$ cat src/design/motion_switch_pkg.sv
`default_nettype none
package motion_switch_pkg;
    // ****************************************
    // Timing
    // ****************************************
    localparam int CLK_HZ = 40_000_000;
    localparam int ZC_TIMEOUT_MS = 40;
    localparam int ZC_TIMEOUT_CYC = (CLK_HZ / 1000) * ZC_TIMEOUT_MS;
    localparam int NO_MOTION_S = 30;
    localparam int NO_MOTION_CYC = CLK_HZ * NO_MOTION_S;
    // ****************************************
    // Event counts
    // ****************************************
    localparam int ACQ_EDGES = 3;
    localparam int START_CROSSINGS = 2;
    localparam int OVER_SAMPLES = 8;
    localparam int UNDER_WINDOWS = 4;
    localparam int RETRY_CLEAR_HALF = 10;
    localparam int RETRY_MAX_DEF = 3;
    // ****************************************
    // Widths
    // ****************************************
    localparam int MEAS_W = 24;
    localparam int RETRY_W = 4;
    localparam int ADDR_W = 4;
    localparam int DATA_W = 32;
    localparam int LEVEL_W = 12;
    localparam int EV_W = 5;
    // ****************************************
    // Register map and fields
    // ****************************************
    localparam logic [ADDR_W-1:0] REG_CTRL = 4'h0;
    localparam logic [ADDR_W-1:0] REG_MIN = 4'h1;
    localparam logic [ADDR_W-1:0] REG_STATUS = 4'h2;
    localparam logic [ADDR_W-1:0] REG_EVENT = 4'h3;
    localparam logic [ADDR_W-1:0] REG_RETRY = 4'h4;
    localparam logic [ADDR_W-1:0] REG_PERIOD = 4'h5;
    localparam logic [ADDR_W-1:0] REG_RELOAD = 4'h6;
    localparam int CTRL_EN_BIT = 0;
    localparam logic CTRL_EN_RST = 1'b1;
    localparam logic [LEVEL_W-1:0] MIN_RST = 12'h0e0;
    localparam int EV_VOLT_TO = 0;
    localparam int EV_CUR_TO = 1;
    localparam int EV_OVER = 2;
    localparam int EV_UNDER = 3;
    localparam int EV_NO_MOTION = 4;
    localparam int STAT_STATE = 0;
    localparam int STAT_PEND = 2;
    localparam int STAT_OK = 3;
    localparam int STAT_MOTION = 4;
    typedef enum logic [1:0] {
        S_OFF, S_VOLT_ACQ, S_CURRENT_ZERO, S_ON
    } switch_state_e;
endpackage
`default_nettype wire

$ cat src/design/motion_ac_switch_event_fsm.sv
// How it works
// [RULE1] Acquisition times intervals across three mains edges for period and zero.
// [RULE2] Acquisition end fires the first trigger pulse, switching the load on.
// [RULE3] Acquisition reacts to rising and falling mains comparator edges.
// [RULE4] Current zero indicator gives edges and gates the placement counter.
// [RULE5] In ON, low time of indicator schedules the next trigger pulse.
// [RULE6] Overcurrent rising edge latches a pending bit, no interrupt.
// [RULE7] Pending bit sampled each half-cycle; eight in a row is over-maximum.
// [RULE8] Peak level below threshold in four windows running is under-minimum.
// [RULE9] In ON, current is fine while between minimum and maximum.
// [RULE10] A 40 ms one-shot timeout runs in acquisition and ON.
// [RULE11] Finishing the period estimate restarts the 40 ms timeout.
// [RULE12] Each indicator rising edge restarts the timeout in current phase.
// [RULE13] Timeout expiry flags the timeout and counts a retry.
// [RULE14] Retry count clears ten half-cycles after entering ON.
// [RULE15] Acquisition timeout retries below maximum, else goes OFF.
// [RULE16] Current-phase timeout goes straight to OFF.
// [RULE17] Motion moves OFF to acquisition, or keeps ON.
// [RULE18] Motion seen restarts the 30 s no-motion timer.
// [RULE19] No motion for 30 s in ON goes to OFF.
// [RULE20] No-motion timeout disables the placement timer, ending pulses.
// [RULE21] Motion input is active low and synchronised first.
//
// Local design decisions: the address-and-strobe port and the placing of the registers.
`default_nettype none
module motion_ac_switch_event_fsm
    import motion_switch_pkg::*;
#(
    parameter int TIMEOUT_CYC = ZC_TIMEOUT_CYC,
    parameter int NO_MOTION_CYC_P = NO_MOTION_CYC,
    parameter logic [RETRY_W-1:0] RETRY_MAX = RETRY_W'(RETRY_MAX_DEF)
) (
    input wire logic CLOCK_IN,
    input wire logic RST_IN,
    input wire logic [ADDR_W-1:0] ADDR_IN,
    input wire logic [DATA_W-1:0] WR_DATA_IN,
    input wire logic WR_IN,
    input wire logic RD_IN,
    output logic [DATA_W-1:0] RD_DATA_OUT,
    input wire logic MAINS_COMPARATOR_OUTPUT_IN,
    input wire logic CURRENT_ZERO_INDICATOR_IN,
    input wire logic OVERCURRENT_FLAG_IN,
    input wire logic MOTION_DETECT_N_IN,
    input wire logic [LEVEL_W-1:0] CURRENT_SENSE_LEVEL_IN,
    output logic SCR_TRIGGER_OUT,
    output logic PLACE_TIMER_EN_OUT,
    output logic [MEAS_W-1:0] TIMER_RELOAD_OUT
);
    localparam int TO_W = $clog2(TIMEOUT_CYC + 1);
    localparam int NM_W = $clog2(NO_MOTION_CYC_P + 1);

    switch_state_e state, next_state;
    logic [3:0] sync1, sync2, prev;
    logic mains_s, cz_s, oc_s, motion;
    logic v_edge, i_rise, i_fall, oc_rise;
    logic ctrl_en;
    logic [LEVEL_W-1:0] min_thresh;
    logic [EV_W-1:0] events, ev_set;
    logic [TO_W-1:0] to_cnt;
    logic to_run, to_expire, restart_to;
    logic voltage_acquire_timeout, current_zero_timeout, no_motion_timeout;
    logic [RETRY_W-1:0] retry;
    logic [3:0] on_half;
    logic [1:0] acq_edges, start_cnt;
    logic [MEAS_W-1:0] t_cnt, int1, period, low_cnt, hi_cnt, hi_len, reload;
    logic acq_start, acq_third, first_fire, ac_live, on_tick;
    logic oc_pend, oc_seen, above;
    logic [3:0] oc_run, under_run;
    logic over_max, under_min, peak_hit;
    logic [NM_W-1:0] nm_cnt;

    // ****************************************
    // Input synchronisers
    // ****************************************
    // Two stages, third holds last value for edges
    always_ff @(posedge CLOCK_IN or posedge RST_IN) begin
        if (RST_IN) begin
            sync1 <= 4'hf;
            sync2 <= 4'hf;
            prev <= 4'hf;
        end else begin
            sync1 <= {MOTION_DETECT_N_IN, OVERCURRENT_FLAG_IN,
                      CURRENT_ZERO_INDICATOR_IN, MAINS_COMPARATOR_OUTPUT_IN};
            sync2 <= sync1;
            prev <= sync2;
        end
    end

    // Edge events from synchronised levels
    assign mains_s = sync2[0];
    assign cz_s = sync2[1];
    assign oc_s = sync2[2];
    // [RULE21] Active low motion
    assign motion = ~sync2[3];
    // [RULE3] Both mains edges
    assign v_edge = mains_s ^ prev[0];
    // [RULE4] Indicator edge events
    assign i_rise = cz_s & ~prev[1];
    assign i_fall = ~cz_s & prev[1];
    assign oc_rise = oc_s & ~prev[2];

    // ****************************************
    // Event decode
    // ****************************************
    // Timeouts, half-cycle ticks and limit events
    assign to_expire = to_run && (to_cnt == TO_W'(TIMEOUT_CYC - 1));
    assign voltage_acquire_timeout = to_expire && (state == S_VOLT_ACQ);
    assign ac_live = (state == S_CURRENT_ZERO) || (state == S_ON);
    assign current_zero_timeout = to_expire && ac_live;
    assign on_tick = (state == S_ON) && i_rise;
    assign oc_seen = oc_pend | oc_rise;
    // [RULE7] Eighth overload sample
    assign over_max = on_tick && oc_seen && (oc_run == 4'(OVER_SAMPLES - 1));
    // [RULE8] Fourth low window
    assign under_min = on_tick && !above && (under_run == 4'(UNDER_WINDOWS - 1));
    // [RULE19] No-motion expiry in ON
    assign no_motion_timeout = (state == S_ON) &&
                               (nm_cnt == NM_W'(NO_MOTION_CYC_P - 1));
    assign acq_third = (state == S_VOLT_ACQ) && v_edge &&
                       (acq_edges == 2'(ACQ_EDGES - 1));
    // [RULE2] First pulse at predicted zero
    assign first_fire = (state == S_VOLT_ACQ) && !to_expire &&
                        (acq_edges == 2'(ACQ_EDGES)) && (t_cnt == int1);
    assign acq_start = (next_state == S_VOLT_ACQ) &&
                       ((state != S_VOLT_ACQ) || to_expire);
    // [RULE11] Restart after estimate
    // [RULE12] Restart on indicator rise
    assign restart_to = acq_start || acq_third || (ac_live && i_rise);
    assign peak_hit = cz_s && (hi_cnt == {1'b0, hi_len[MEAS_W-1:1]});

    // ****************************************
    // State machine
    // ****************************************
    // Next state from events
    always_comb begin
        next_state = state;
        case (state)
            S_OFF: begin
                // [RULE17] Motion starts acquisition
                if (motion && ctrl_en) begin
                    next_state = S_VOLT_ACQ;
                end
            end
            S_VOLT_ACQ: begin
                // [RULE15] Retry or give up
                if (voltage_acquire_timeout) begin
                    next_state = (retry < RETRY_MAX) ? S_VOLT_ACQ : S_OFF;
                end else if (!ctrl_en) begin
                    next_state = S_OFF;
                end else if (first_fire) begin
                    next_state = S_CURRENT_ZERO;
                end
            end
            S_CURRENT_ZERO: begin
                // [RULE16] No retry here
                if (current_zero_timeout || !ctrl_en) begin
                    next_state = S_OFF;
                end else if (i_rise &&
                             start_cnt == 2'(START_CROSSINGS - 1)) begin
                    next_state = S_ON;
                end
            end
            S_ON: begin
                // [RULE16] Timeout ends ON
                if (current_zero_timeout || over_max || under_min ||
                    no_motion_timeout || !ctrl_en) begin
                    next_state = S_OFF;
                end
            end
            default: begin
                next_state = S_OFF;
            end
        endcase
    end

    // State register and placement timer enable
    always_ff @(posedge CLOCK_IN or posedge RST_IN) begin
        if (RST_IN) begin
            state <= S_OFF;
            PLACE_TIMER_EN_OUT <= 1'b0;
        end else begin
            state <= next_state;
            // [RULE20] Timer off when leaving ON
            PLACE_TIMER_EN_OUT <= (next_state == S_CURRENT_ZERO) ||
                                  (next_state == S_ON);
        end
    end

    // ****************************************
    // One-shot timeout
    // ****************************************
    // [RULE10] 40 ms one-shot
    always_ff @(posedge CLOCK_IN or posedge RST_IN) begin
        if (RST_IN) begin
            to_cnt <= '0;
            to_run <= 1'b0;
        end else if (next_state == S_OFF) begin
            to_cnt <= '0;
            to_run <= 1'b0;
        end else if (restart_to) begin
            to_cnt <= '0;
            to_run <= 1'b1;
        end else if (to_expire) begin
            to_run <= 1'b0;
        end else if (to_run) begin
            to_cnt <= to_cnt + 1'b1;
        end
    end

    // Retry counter and ON half-cycle count
    always_ff @(posedge CLOCK_IN or posedge RST_IN) begin
        if (RST_IN) begin
            retry <= '0;
            on_half <= '0;
        end else begin
            on_half <= (state != S_ON) ? 4'h0 :
                       (on_tick && on_half != 4'(RETRY_CLEAR_HALF)) ?
                       on_half + 1'b1 : on_half;
            if (state == S_OFF && next_state == S_VOLT_ACQ) begin
                retry <= '0;
            // [RULE13] Count a retry
            end else if (to_expire && state != S_OFF && retry != '1) begin
                retry <= retry + 1'b1;
            // [RULE14] Clear after ten half-cycles
            end else if (on_tick && on_half == 4'(RETRY_CLEAR_HALF - 1)) begin
                retry <= '0;
            end
        end
    end

    // ****************************************
    // Voltage acquisition
    // ****************************************
    // [RULE1] Interval timing over three edges
    always_ff @(posedge CLOCK_IN or posedge RST_IN) begin
        if (RST_IN) begin
            acq_edges <= '0;
            t_cnt <= '0;
            int1 <= '0;
            period <= '0;
        end else if (acq_start) begin
            acq_edges <= '0;
            t_cnt <= '0;
        end else if (state == S_VOLT_ACQ) begin
            if (v_edge && acq_edges != 2'(ACQ_EDGES)) begin
                acq_edges <= acq_edges + 1'b1;
                // Edge cycle counts as one, so an interval is edge to edge
                t_cnt <= MEAS_W'(1);
                if (acq_edges == 2'h1) begin
                    int1 <= t_cnt;
                end
                if (acq_third) begin
                    period <= int1 + t_cnt;
                end
            end else begin
                t_cnt <= t_cnt + 1'b1;
            end
        end
    end

    // ****************************************
    // Pulse placement
    // ****************************************
    // [RULE4] Counter runs only while indicator low
    // [RULE5] Low time sets next reload
    always_ff @(posedge CLOCK_IN or posedge RST_IN) begin
        if (RST_IN) begin
            low_cnt <= '0;
            reload <= '0;
            start_cnt <= '0;
        end else if (!ac_live) begin
            low_cnt <= '0;
            start_cnt <= '0;
        end else begin
            if (i_fall) begin
                // Falling edge cycle is the first low cycle
                low_cnt <= MEAS_W'(1);
            end else if (!cz_s) begin
                low_cnt <= low_cnt + 1'b1;
            end
            if (i_rise) begin
                reload <= {1'b0, low_cnt[MEAS_W-1:1]};
                start_cnt <= start_cnt + 1'b1;
            end
        end
    end

    // Trigger pulse and reload output
    always_ff @(posedge CLOCK_IN or posedge RST_IN) begin
        if (RST_IN) begin
            SCR_TRIGGER_OUT <= 1'b0;
            TIMER_RELOAD_OUT <= '0;
        end else begin
            SCR_TRIGGER_OUT <= first_fire || (PLACE_TIMER_EN_OUT && ac_live &&
                               !cz_s && !i_fall && low_cnt == reload);
            TIMER_RELOAD_OUT <= reload;
        end
    end

    // ****************************************
    // Load current checks
    // ****************************************
    // [RULE6] Latch overcurrent edge
    // [RULE7] Consecutive overload samples
    always_ff @(posedge CLOCK_IN or posedge RST_IN) begin
        if (RST_IN) begin
            oc_pend <= 1'b0;
            oc_run <= '0;
        end else begin
            oc_pend <= oc_rise || (oc_pend && !on_tick);
            if (state != S_ON) begin
                oc_run <= '0;
            end else if (on_tick) begin
                oc_run <= oc_seen ? oc_run + 1'b1 : 4'h0;
            end
        end
    end

    // [RULE8] Peak sampling per window
    always_ff @(posedge CLOCK_IN or posedge RST_IN) begin
        if (RST_IN) begin
            hi_cnt <= '0;
            hi_len <= '0;
            above <= 1'b0;
            under_run <= '0;
        end else begin
            hi_cnt <= (i_rise || !cz_s) ? '0 : hi_cnt + 1'b1;
            if (i_fall) begin
                hi_len <= hi_cnt;
            end
            if (state != S_ON) begin
                above <= 1'b0;
                under_run <= '0;
            end else if (on_tick) begin
                above <= 1'b0;
                under_run <= above ? 4'h0 : under_run + 1'b1;
            end else if (peak_hit && CURRENT_SENSE_LEVEL_IN >= min_thresh) begin
                above <= 1'b1;
            end
        end
    end

    // [RULE18] Motion restarts no-motion timer
    always_ff @(posedge CLOCK_IN or posedge RST_IN) begin
        if (RST_IN) begin
            nm_cnt <= '0;
        end else if (motion || state == S_OFF) begin
            nm_cnt <= '0;
        end else if (nm_cnt != NM_W'(NO_MOTION_CYC_P - 1)) begin
            nm_cnt <= nm_cnt + 1'b1;
        end
    end

    // ****************************************
    // Register port
    // ****************************************
    // [RULE13] Timeout flags, plus over-maximum, under-minimum and no-motion event flags
    assign ev_set = {no_motion_timeout && next_state == S_OFF, under_min,
                     over_max, current_zero_timeout, voltage_acquire_timeout};

    // Control writes and sticky events, set beats clear
    always_ff @(posedge CLOCK_IN or posedge RST_IN) begin
        if (RST_IN) begin
            ctrl_en <= CTRL_EN_RST;
            min_thresh <= MIN_RST;
            events <= '0;
        end else begin
            if (WR_IN && ADDR_IN == REG_CTRL) begin
                ctrl_en <= WR_DATA_IN[CTRL_EN_BIT];
            end
            if (WR_IN && ADDR_IN == REG_MIN) begin
                min_thresh <= WR_DATA_IN[LEVEL_W-1:0];
            end
            if (WR_IN && ADDR_IN == REG_EVENT) begin
                events <= (events & ~WR_DATA_IN[EV_W-1:0]) | ev_set;
            end else begin
                events <= events | ev_set;
            end
        end
    end

    // Read data, valid one cycle after the strobe
    always_ff @(posedge CLOCK_IN or posedge RST_IN) begin
        if (RST_IN) begin
            RD_DATA_OUT <= '0;
        end else begin
            RD_DATA_OUT <= '0;
            if (RD_IN) begin
                case (ADDR_IN)
                    REG_CTRL: RD_DATA_OUT[CTRL_EN_BIT] <= ctrl_en;
                    REG_MIN: RD_DATA_OUT[LEVEL_W-1:0] <= min_thresh;
                    REG_STATUS: begin
                        RD_DATA_OUT[STAT_STATE+:2] <= state;
                        RD_DATA_OUT[STAT_PEND] <= oc_pend;
                        // [RULE9] Current within limits
                        RD_DATA_OUT[STAT_OK] <= (state == S_ON) &&
                                                oc_run == 4'h0 && under_run == 4'h0;
                        RD_DATA_OUT[STAT_MOTION] <= motion;
                    end
                    REG_EVENT: RD_DATA_OUT[EV_W-1:0] <= events;
                    REG_RETRY: RD_DATA_OUT[RETRY_W-1:0] <= retry;
                    REG_PERIOD: RD_DATA_OUT[MEAS_W-1:0] <= period;
                    REG_RELOAD: RD_DATA_OUT[MEAS_W-1:0] <= reload;
                    default: RD_DATA_OUT <= '0;
                endcase
            end
        end
    end
endmodule // motion_ac_switch_event_fsm
`default_nettype wire

$ cat config.mk
export PLATFORM = sky130hd
export DESIGN_NAME = motion_ac_switch_event_fsm
export DESIGN_NICKNAME = d
export VERILOG_FILES = /design/src/design/motion_switch_pkg.sv /design/src/design/motion_ac_switch_event_fsm.sv
export SDC_FILE = /design/constraint.sdc
export NUM_CORES = 1
export LEC_CHECK = 0
export ABC_AREA = 1
export BUFFER_PORTS_ARGS = -buffer_cell sky130_fd_sc_hd__buf_4
export CORE_MARGIN = 2
export CORE_UTILIZATION = 39
export DETAILED_ROUTE_END_ITERATION = 16
export PLACE_DENSITY_LB_ADDON = 0.2
export SYNTH_ARGS = -nofsm -noshare
export SYNTH_HDL_FRONTEND = slang
export SYNTH_SLANG_ARGS = --single-unit
$ cat constraint.sdc
create_clock -name CLOCK_IN -period 20.9 [get_ports CLOCK_IN]
set_input_delay 1.045 -clock CLOCK_IN [delete_from_list [all_inputs] [get_ports CLOCK_IN]]
set_output_delay 1.045 -clock CLOCK_IN [all_outputs]
set_load 0.02 [all_outputs]
==> results.ini <==
[cts]
htreeDepth=2
cts_hold_buf=0
post_cts_resized=0
cts_setup_buffers=0
numCtsBuffers=39
ctsRootBufferMaster=clkbuf_16
cts_tree=done
clkSinkCount=321
clkSlewWorstSetupHoldPaths_ns=0.06
clk_latency_ns=0.56
cts_buffer_depth=3

[sta]
grt_setup_unrepaired=no
tightest_slew_ns=1.153
hold_viol_final=0
fmax_mhz=299.5
period_share=0.1598
skew_ns=0.02312
report.final.slew_viol_count=0
min_period_ns=3.339
tns_ns=0
maxSlewHeadroom=0.2240
setup_viol=0

[min_path]
worstHoldStart=sync1[0]
hold_path.class=reg -> reg

[grt]
antenna_found_initial=0
grt_pass1_wl_mm=73.51
grt_max_degree=134
grt_overflow=0
grt_use_total=0.2039
grt_pass1_vias=14110

[setup_path]
end_kind=register
startpoint=sync2[1]
path_class=reg -> reg
critPathSlowestCell=dfstp_2
critPathMaxStageDelay_ns=0.63
worst_ep_arrival_time_ns=3.74
cp_max_fo=40
cpMostUsedCell=nand2_1
crit_required_ns=21.30
r2r_start=sync2[1]
worstSetupStartpointType=register
critPathBufInv=3
path_cells=nand2_1 -> nor2_2 -> buf_4 -> clkinv_1 -> o21a_1 -> nand2_2 -> inv_2 -> nand2_1 -> nor2_1
cp_top_family=simple AND/OR/NAND/NOR gates

[placement]
routabilityCongestion=0.8727
place_hpwl_mm=32.95
port_buffers=84
place_area_sq_mm=0.01819
dp_cells=2733

[job]
maxCapViolCount=0

[pwr]
power_density_mw_per_mm2=74.38
fin_total_pwr_w=0.001448
p_leak_nw=8.759
peakVddDrop_v=0.00004428

[outcome]
status=finished, final reports clean

[cells_and_area]
stdcell_count=2804
final_layout_size_suffix_gt1_frac=0.09283
layout.nets=2298
utilization=0.4519
antenna_cells=0
design_area_sq_mm=0.01947
syn_to_final_growth_pct=14.40

[logic_synthesis]
ys_types=56
postSynthAreaPerCell_sq_um=8.080
synth-seq-cells=321
seq_area_frac_synth=0.4732
synth_ff_type=dfrtp_1
yosysWarningCount=0
synthTopCellsByArea=dfrtp_1 (45%), nand2_1 (9.9%), inv_1 (5.3%), nor2_1 (5.2%), o21ai_0 (4.9%)
async_flop_share=1.000
yosysTopAreaCellShare=0.4500
synth_top_cell_by_area=dfrtp_1
synth_most_common_cell=nand2_1
synth_common_cells=nand2_1 (450), dfrtp_1 (306), inv_1 (238)
synth_cells=2106
synth_edf_count=0
syn_area_sq_mm=0.01702

[drt]
vias=14230
postRouteAntennaNets=0
routed_wirelength_mm=44.95
dr.pass1.iters=5
drt_iter0_drc=964
vias_per_cell=5.075
drc=0
wire_per_inst_microns=16.03

[floorplan]
start_util=0.3950
dieHeight_microns=212.9
dieWidth_microns=212.9
ios=114
rows=76
die_area_sq_mm=0.04532
coreArea_sq_mm=0.04308

## final cells by class
class                           count  area, sq um
Fill cell                        4336        23610
Tap cell                          585        732.0
Sequential cell                   321         8051
Clock inverter                     14        143.9
Multi-Input combinational cell   1486         7754
Inverter                          249        947.2
Clock buffer                       57         1135
Timing Repair Buffer               92        703.2
## layout by cell type, fill, tap and decap left out, types with 7 or more instances in the layout
master     netlist  layout
a211oi_1        11      11
a21oi_1         77      77
a221oi_1         8       8
a31oi_1          7       7
buf_4           14      91
clkbuf_1        30      10
clkbuf_16        0      40
clkbuf_8         0       7
clkinv_2         0       8
conb_1           1       9
dfrtp_1        306     306
dfstp_2         15      15
ha_1            52      52
inv_1          238     237
nand2_1        450     450
nand3_1        142     142
nand3b_1         8       8
nand4_1         44      44
nor2_1         237     236
nor3_1          57      57
nor4_1          24      24
o21ai_0        168     168
o21ai_1          7       7
o221ai_1         7       7
o22ai_1         26      26
o31ai_1          8       8
xnor2_1         24      24
xor2_1          59      59
## worst paths after layout
path | slack (ns) | depth (start not counted) | end
min | 0.36 | 0 | sync2[0]
max in group asynchronous | 18.81 | 3 | hi_len[1]
max | 17.56 | 9 | to_cnt[19]
max reg2reg | 17.56 | 9 | to_cnt[19]
min reg2reg | 0.36 | 0 | sync2[0]
min in group asynchronous | 0.68 | 2 | t_cnt[18]
## state kept, by name (all words and copies together), names as in the netlist, 3 cells and up
| register | flops |
|---|---|
| oc_run | 4 |
| int1 | 24 |
| low_cnt | 24 |
| t_cnt | 24 |
| TIMER_RELOAD_OUT | 23 |
| sync1 | 4 |
| events | 5 |
| prev | 3 |
| period | 24 |
| hi_len | 23 |
| to_cnt | 21 |
| sync2 | 4 |
| nm_cnt | 31 |
| reload | 23 |
| retry | 4 |
| on_half | 4 |
| RD_DATA_OUT | 24 |
| hi_cnt | 24 |
| min_thresh | 12 |
| under_run | 4 |
## where the power goes
| group | internal [W] | switching, W | total (W) |
|---|---|---|---|
| sequential | 0.000639 | 0.0000143 | 0.000654 |
| clock | 0.000403 | 0.000272 | 0.000675 |
| combinational | 0.0000317 | 0.0000874 | 0.000119 |
| total | 0.00107 | 0.000373 | 0.00145 |
## per-layer routing
| metal | GRT usage | vias up | routed length (microns) |
|---|---|---|---|
| met5 | 0 | - | 0 |
| met4 | 0.08223 | 0 | 1470 |
| met3 | 0.02942 | 87 | 2006 |
| met2 | 0.3363 | 329 | 21230 |
| met1 | 0.2699 | 6679 | 20250 |
| li1 | - | 7135 | - |
## kinds of logic (layout without fill, tap and decap cells)
logic type | Yosys count | in the layout | synth area share
buffers and inverters | 307 | 412 | 0.07309
DFF | 321 | 321 | 0.4732
and+or+nand+nor | 1000 | 1000 | 0.2582
other | 1 | 9 | 0.0002204
adders and majority gates | 53 | 53 | 0.03941
AOI/OAI and AO/OA | 341 | 341 | 0.1132
xor gates and xnor gates | 83 | 83 | 0.04272
## stage by stage
| step | hold slack (ns) | setup slack (ns) |
|---|---|---|
| 2_1_floorplan | 0.3452 | 11.00 |
| 3_3_place_gp | 0.3463 | 17.53 |
| 3_5_place_dp | 0.3489 | 17.55 |
| 4_1_cts | 0.3572 | 17.53 |
| 5_1_grt | 0.3594 | 17.25 |
| 6_report | 0.3557 | 17.56 |
Power figures use the tool's default switching activity.
